### src/led_serial_map.svh
// offsets, field positions, reset values and timing counts for the serial load port
// assumes a 125 MHz core clock
`ifndef LED_SERIAL_MAP_SVH
`define LED_SERIAL_MAP_SVH
`define DOT_BITS          160
`define CTRL_BITS         8
`define CWORD_BITS        7
`define CTRL_SEL_BIT      7
`define CW0_SLEEP_BIT     6
`define CW1_SIMUL_BIT     0
`define CW1_PRESCALE_BIT  1
`define CWORD_RESET       7'h00
`define CORE_CLK_MHZ      125
`define INT_OSC_KHZ       125
`define INT_OSC_HALF      ((`CORE_CLK_MHZ * 1000) / (2 * `INT_OSC_KHZ))
`define PRESCALE_SLOW     8
`endif

### src/led_serial_pkg.sv
// types shared by the serial load port
// assumes led_serial_map.svh is compiled first
package led_serial_pkg;
    typedef struct packed {
        logic data;
        logic shift_clk;
        logic chip_en_n;
        logic target_choice;
    } serial_in_t;
    typedef enum logic {
        tgt_dot,
        tgt_ctrl
    } target_t;
endpackage : led_serial_pkg

### src/led_matrix_serial_load_port.sv
// serial load port, dot register, control words and refresh clock choice
// assumes serial pins are already synchronous to core_clk; edges found by sampling
// Functional notes
// - reset clears every control word bit
// - reset leaves dot register untouched
// - reset input active low
// - rising shift clock shifts serial input
// - shifting only while chip enable low
// - serial output feeds chained displays
// - select low dot, high control
// - select captured at chip enable fall
// - enable high, clock low copies data
// - oscillator select high internal, low external
// - oscillator pin drives out when internal
// - dark input high blanks all leds
// - external oscillator prescale one or eight
// - dot shift register holds 160 bits
// - control load eight bits, msb selects word
// - reset puts display to sleep
`include "led_serial_map.svh"
module led_matrix_serial_load_port (
    input  wire logic                      core_clk,
    input  wire logic                      rst_n,
    input  wire led_serial_pkg::serial_in_t ser_in,
    input  wire logic                      osc_select,
    input  wire logic                      osc_pin_in,
    input  wire logic                      dark_display_input,
    output logic                           ser_out,
    output logic                           osc_pin_out,
    output logic                           osc_pin_oe,
    output logic                           refresh_tick,
    output logic [`DOT_BITS-1:0]           led_drive,
    output logic [`CWORD_BITS-1:0]         cword0,
    output logic [`CWORD_BITS-1:0]         cword1
);
    logic                   clk_d_r;
    logic                   ce_n_d_r;
    logic                   osc_in_d_r;
    led_serial_pkg::target_t target_r;
    logic [`DOT_BITS-1:0]   dot_shift_r;
    logic [`DOT_BITS-1:0]   dot_latch_r;
    logic [`CTRL_BITS-1:0]  ctrl_shift_r;
    logic                   pending_r;
    logic [15:0]            osc_cnt_r;
    logic                   int_osc_r;
    logic [2:0]             pre_cnt_r;
    logic                   shift_rise;
    logic                   copy_now;
    logic                   src_edge;
    logic                   asleep;

    assign shift_rise = ser_in.shift_clk && !clk_d_r && !ser_in.chip_en_n;
    assign copy_now   = pending_r && ser_in.chip_en_n && !ser_in.shift_clk;
    assign asleep     = !cword0[`CW0_SLEEP_BIT];

    always_ff @(posedge core_clk) begin
        clk_d_r    <= ser_in.shift_clk;
        ce_n_d_r   <= ser_in.chip_en_n;
        osc_in_d_r <= osc_pin_in;
    end

    // select is taken on the chip enable fall only
    always_ff @(posedge core_clk) begin
        if (!rst_n) begin
            target_r <= led_serial_pkg::tgt_dot;
        end else if (ce_n_d_r && !ser_in.chip_en_n) begin
            target_r <= ser_in.target_choice ? led_serial_pkg::tgt_ctrl
                                             : led_serial_pkg::tgt_dot;
        end
    end

    // dot data is never reset, so no reset branch here
    always_ff @(posedge core_clk) begin
        if (shift_rise && target_r == led_serial_pkg::tgt_dot) begin
            dot_shift_r <= {dot_shift_r[`DOT_BITS-2:0], ser_in.data};
        end
        if (copy_now && target_r == led_serial_pkg::tgt_dot) begin
            dot_latch_r <= dot_shift_r;
        end
    end

    always_ff @(posedge core_clk) begin
        if (!rst_n) begin
            ctrl_shift_r <= '0;
        end else if (shift_rise && target_r == led_serial_pkg::tgt_ctrl) begin
            ctrl_shift_r <= {ctrl_shift_r[`CTRL_BITS-2:0], ser_in.data};
        end
    end

    // a copy is armed by any shift, so a bare enable pulse copies nothing
    always_ff @(posedge core_clk) begin
        if (!rst_n) begin
            pending_r <= 1'b0;
        end else if (shift_rise) begin
            pending_r <= 1'b1;
        end else if (copy_now) begin
            pending_r <= 1'b0;
        end
    end

    always_ff @(posedge core_clk) begin
        if (!rst_n) begin
            cword0 <= `CWORD_RESET;
            cword1 <= `CWORD_RESET;
        end else if (copy_now && target_r == led_serial_pkg::tgt_ctrl) begin
            if (ctrl_shift_r[`CTRL_SEL_BIT]) begin
                cword1 <= ctrl_shift_r[`CWORD_BITS-1:0];
            end else begin
                cword0 <= ctrl_shift_r[`CWORD_BITS-1:0];
            end
        end
    end

    // in simultaneous mode the output follows the input one cycle late
    always_ff @(posedge core_clk) begin
        if (!rst_n) begin
            ser_out <= 1'b0;
        end else if (cword1[`CW1_SIMUL_BIT]) begin
            ser_out <= ser_in.data;
        end else if (shift_rise) begin
            ser_out <= (target_r == led_serial_pkg::tgt_dot) ? dot_shift_r[`DOT_BITS-1]
                                                             : ctrl_shift_r[`CTRL_BITS-1];
        end
    end

    // internal oscillator stops in sleep
    always_ff @(posedge core_clk) begin
        if (!rst_n || asleep) begin
            osc_cnt_r <= 16'h0000;
            int_osc_r <= 1'b0;
        end else if (osc_cnt_r == 16'(`INT_OSC_HALF - 1)) begin
            osc_cnt_r <= 16'h0000;
            int_osc_r <= !int_osc_r;
        end else begin
            osc_cnt_r <= osc_cnt_r + 16'h0001;
        end
    end

    always_ff @(posedge core_clk) begin
        if (!rst_n) begin
            osc_pin_out <= 1'b0;
            osc_pin_oe  <= 1'b0;
        end else begin
            osc_pin_out <= int_osc_r;
            osc_pin_oe  <= osc_select;
        end
    end

    assign src_edge = osc_select ? (int_osc_r && !osc_pin_out)
                                 : (osc_pin_in && !osc_in_d_r);

    always_ff @(posedge core_clk) begin
        if (!rst_n) begin
            pre_cnt_r    <= 3'h0;
            refresh_tick <= 1'b0;
        end else begin
            refresh_tick <= 1'b0;
            if (src_edge) begin
                if (osc_select || !cword1[`CW1_PRESCALE_BIT]) begin
                    refresh_tick <= 1'b1;
                end else if (pre_cnt_r == 3'(`PRESCALE_SLOW - 1)) begin
                    pre_cnt_r    <= 3'h0;
                    refresh_tick <= 1'b1;
                end else begin
                    pre_cnt_r <= pre_cnt_r + 3'h1;
                end
            end
        end
    end

    // blanking forces drivers dark but keeps the latch contents
    always_ff @(posedge core_clk) begin
        if (dark_display_input || asleep || !rst_n) begin
            led_drive <= '0;
        end else begin
            led_drive <= dot_latch_r;
        end
    end
endmodule : led_matrix_serial_load_port

### config.mk
export PLATFORM = sky130hd
export DESIGN_NAME = led_matrix_serial_load_port
export DESIGN_NICKNAME = d
export VERILOG_FILES = /design/src/led_serial_pkg.sv /design/src/led_matrix_serial_load_port.sv
export VERILOG_INCLUDE_DIRS = /design/src
export SDC_FILE = /design/constraint.sdc
export NUM_CORES = 1
export LEC_CHECK = 0
export ABC_AREA = 1
export BUFFER_PORTS_ARGS = -buffer_cell sky130_fd_sc_hd__buf_2
export CAP_MARGIN = 5
export CORE_MARGIN = 4
export CORE_UTILIZATION = 45
export DETAILED_ROUTE_END_ITERATION = 6
export GPL_ROUTABILITY_DRIVEN = 0
export HOLD_SLACK_MARGIN = 0.06
export PLACE_DENSITY = 0.71
export SLEW_MARGIN = 20
export SYNTH_ARGS = -nofsm -noshare
export SYNTH_HDL_FRONTEND = slang
export SYNTH_SLANG_ARGS = --single-unit
### constraint.sdc
create_clock -name core_clk -period 8.7 [get_ports core_clk]
set_input_delay 0.435 -clock core_clk [delete_from_list [all_inputs] [get_ports core_clk]]
set_output_delay 0.435 -clock core_clk [all_outputs]
set_load 0.1 [all_outputs]
Yosys cells after proc, flatten, opt, wreduce, memory -nomap -nowiden. Cells that the tools add are included.

Register bits: 531. Bits of input ports: 9. Logic and storage cells: 66.

Add/subtract/negate cells: 2. Eq/ne operators: 2. Muxes and demuxes: 10. Bitwise gates (word level): 3. Reductions and logical operators: 31.

Operators with widths (count): adder 16 x 1 -> 16 bit, second input constant (1); equality test 16 x 9 -> 1 bit, second input constant (1); logical AND 1 bit (11); zero test 1 bit (9); 2-to-1 mux 1 bit (9); AND reduction 2 bit (4); logical OR 1 bit (4); nonzero test 2 bit (2); adder 3 x 1 -> 3 bit, second input constant (1); equality test 3 bit, second input constant (1); 2-to-1 mux 3 bit (1); inverter 1 bit (3); OR reduction 2 bit (1).

Logic depth before layout (Yosys ltp).
Word-level depth: 5. Gate-level depth with buffers: 8.

Least setup slack after synthesis. No wires, ideal clock.

Path kind: input-to-reg. From: input port ser_in[1] (netlist name). To: register dot_latch_r[0] (enable). Setup time: 0.682 ns. Data arrival time: 7.337 ns. Data required time: 8.018 ns. Setup slack: 0.681 ns. Cell stages on the path: 4. Buffers on the path: 0. Cells stage by stage: nand2_1 nor2_1 inv_1 nor2_1.

Cells in the longest elaborated chain, start to end: 3.

RTL lines: start, declared (line led_matrix_serial_load_port.sv:24) `input wire led_serial_pkg::serial_in_t ser_in,`; logical AND 1 bit (2 in a row) (line led_matrix_serial_load_port.sv:53) `assign copy_now = pending_r && ser_in.chip_en_n && !ser_in.shift_clk;`; logical AND 1 bit (line led_matrix_serial_load_port.sv:77) `if (copy_now && target_r == led_serial_pkg::tgt_dot) begin`; end signal, assigned (line led_matrix_serial_load_port.sv:78) `dot_latch_r <= dot_shift_r;`; end, declared (line led_matrix_serial_load_port.sv:41) `` logic [`DOT_BITS-1:0] dot_latch_r; ``.

Every way passes these cells. A chain may end at the register's enable or synchronous reset.

Final worst setup path.
From: input port ser_in[2] (netlist name). To: register dot_shift_r[42] (enable).

Cells in the longest elaborated chain, start to end: 3.

RTL lines: logical AND 1 bit (2 in a row) (line led_matrix_serial_load_port.sv:52) `assign shift_rise = ser_in.shift_clk && !clk_d_r && !ser_in.chip_en_n;`; logical AND 1 bit (line led_matrix_serial_load_port.sv:74) `if (shift_rise && target_r == led_serial_pkg::tgt_dot) begin`; end signal, assigned (line led_matrix_serial_load_port.sv:75) `` dot_shift_r <= {dot_shift_r[`DOT_BITS-2:0], ser_in.data}; ``; end, declared (line led_matrix_serial_load_port.sv:40) `` logic [`DOT_BITS-1:0] dot_shift_r; ``.

Every way passes these cells.

==> metrics <==
status=finished clean; clk sinks=531; post-route design area=20,260 sq um; CTS Buffer Depth=3; IO Count=187; NumNets Final=1,346; Reg area=13,830 sq um; pwr dens=245.4 nW/um^2; vias in the first global route=8,350; register bit total from synthesis=531; Async SR Flop Fraction=0%; layout cell share with drive strength beyond 1=28.15%; total power=4972 uW; Die Y=203.1 microns; die area=41,230 sq um; largest net degree at the start of global routing=136; Setup Skew=10.90 ps; placed cell areas=18,490 sq um; root buf cell=clkbuf_16; post-synthesis sequential area ratio=80.80%; Clk Latency, worst-skew pair=560 ps; # diodes=0; Final setup viols=0; Post-Synthesis Cell Area=17,120 sq um; leading register cell type out of synthesis=edfxtp_1; DR DRC count=0; Final TNS setup=0 ps; Layout fillers=3,050; RSZ-0062 raised after global routing=false; endpoints failing hold=0; CTS Buf Count=51; All-Layer GR Usage=13.27%; relative slew slack=24.75%; Multi-input gate area=2296 sq um; Die X=203.1 microns; most frequent cells in the layout=edfxtp_1 (320), dfxtp_1 (211), inv_1 (194); Worst Setup End Kind=flip-flop; drt total wl=27,420 microns; Starting DRT DRC Count=382; CP Launch Type=input port; DRT Pass-1 Iters=5; drt wl/cell=14.54 microns; maxcap violations=0; Congestion Overflow GR=0; WS Path Type=in -> reg; Final HPWL DP=16,640 microns; number of I/O port buffers=186; Yosys warnings=0; max frequency=272.7 MHz; Critical Path RT=8880 ps; first-pass GRT wire length=44,010 microns; row count=71; max-slew violations=0; Synth Net Count=1,120; CTS tree=built; Initial Util=45.56%; Netlist cell types=25; Core Region=37,580 sq um; Post-CTS Resized=0; leakage dissipation=0.008195 uW; crit-path max FO=68; CTS clk-pin slew, worst paths=60 ps; initial antenna violation count=0; area grow syn2layout=18.32%; hold crit path type=in -> reg; Via-to-Cell Ratio=4.382; most common cell after layout, fill and taps aside=edfxtp_1; maximum vdd drop=0.1444 mV; H-tree lvl count=2; via count=8,265; Tcrit/Tclk final=42.14%; synthesized area per cell=15.45 sq um; post-route ant nets=0; worst path arrival time=3850 ps; Least-Margin Pin Slew=1129 ps; cells after synthesis=1,108; EDFF count, synth=320; Final Critical Period=3666 ps
## final timing paths
| check | startpoint | to | slack [ps] | depth (start not counted) |
|---|---|---|---|---|
| worst max register to register | clk_d_r$_DFF_P_ | dot_shift_r[42]$_DFFE_PP_ | 5280 | 5 |
| worst min-delay path | osc_select | osc_pin_oe$_SDFF_PN0_ | 110 | 3 |
| worst max-delay path | ser_in[2] | dot_shift_r[42]$_DFFE_PP_ | 5030 | 8 |
| worst min register to register | dot_shift_r[82]$_DFFE_PP_ | dot_latch_r[82]$_DFFE_PP_ | 440 | 0 |
## layer usage
metal	track usage (%)	vias up	share of wire [%]
li1	-	4016	-
met1	18.74	3956	45
met2	20.08	244	45
met3	3.833	49	7.3
met4	4.240	0	2.1
met5	0	-	0
## cells by family after synthesis
| family | after synthesis | share of synthesized area, % |
|---|---|---|
| xor+xnor | 4 | 0.2047 |
| flops | 531 | 80.80 |
| compound gates | 44 | 1.294 |
| simple gates | 309 | 11.59 |
| fa+ha+maj | 3 | 0.2193 |
| buf+inv | 217 | 5.897 |
## cells in the mapped netlist (2+ instances only)
master / number / area, sq um
clkbuf_1: 8 / 30.03
nand2_1: 44 / 165.2
buf_6: 2 / 22.52
buf_12: 11 / 220.2
nand3b_1: 2 / 15.01
a21oi_1: 16 / 80.08
nand3_1: 12 / 60.06
o21ai_0: 27 / 135.1
nand4_1: 3 / 18.77
nor2_4: 103 / 1160
xnor2_1: 2 / 17.52
inv_1: 194 / 728.2
dfxtp_1: 211 / 4224
ha_1: 3 / 37.54
xor2_1: 2 / 17.52
nor2_1: 138 / 518.0
edfxtp_1: 320 / 9609
or2_2: 3 / 18.77
## layout make-up
cell class,count,share of cell area (%)
multi-input combinational,360,11.33
clock inverter,21,1.001
clock buffer,73,7.584
timing repair buffer,195,5.027
inverter,195,3.613
sequential,531,68.28
tap,511,3.156
## what timing repair did
| item | 4_1_cts | 5_1_grt |
|---|---|---|
| hold buffers | 3 | 0 |
| endpoints found under the hold margin | 3 | 0 |
| setup buffers | 0 | 0 |
## critical path: stages
cell           delay [ps]
dlygate4sd3_1         520
buf_2                 120
inv_1                  40
nor2_1                 80
nand2_1               220
nor2_4                680
buf_4                 770
buf_4                 830
## report_power, final
group | internal, uW | switching [uW]
clock network | 1320 | 900
registers | 2690 | 13.5
logic | 8.05 | 40.3
total | 4020 | 953
## registers in the layout, indices dropped and copies added, names as in the netlist
name,flops
osc_pin_oe,1
cword0,7
ser_out,1
dot_latch_r,160
cword1,7
dot_shift_r,160
int_osc_r,1
osc_cnt_r,16
pending_r,1
ce_n_d_r,1
led_drive,160
refresh_tick,1
ctrl_shift_r,8
clk_d_r,1
pre_cnt_r,3
target_r,1
osc_pin_out,1
osc_in_d_r,1
## through the flow
stage	hold slack, ps	setup WS (ps)	std cells	util (%)
after detailed placement	429.0	4932	1789	49.20
after global placement	423.4	5039	1789	49.20
final	106.9	5034	1886	53.91
after global routing	81.19	4763	1886	53.91
after floorplan	417.5	680.8	1108	-
after CTS	65.84	5035	1886	53.91
Note: power is estimated with default switching activity, not from simulation.
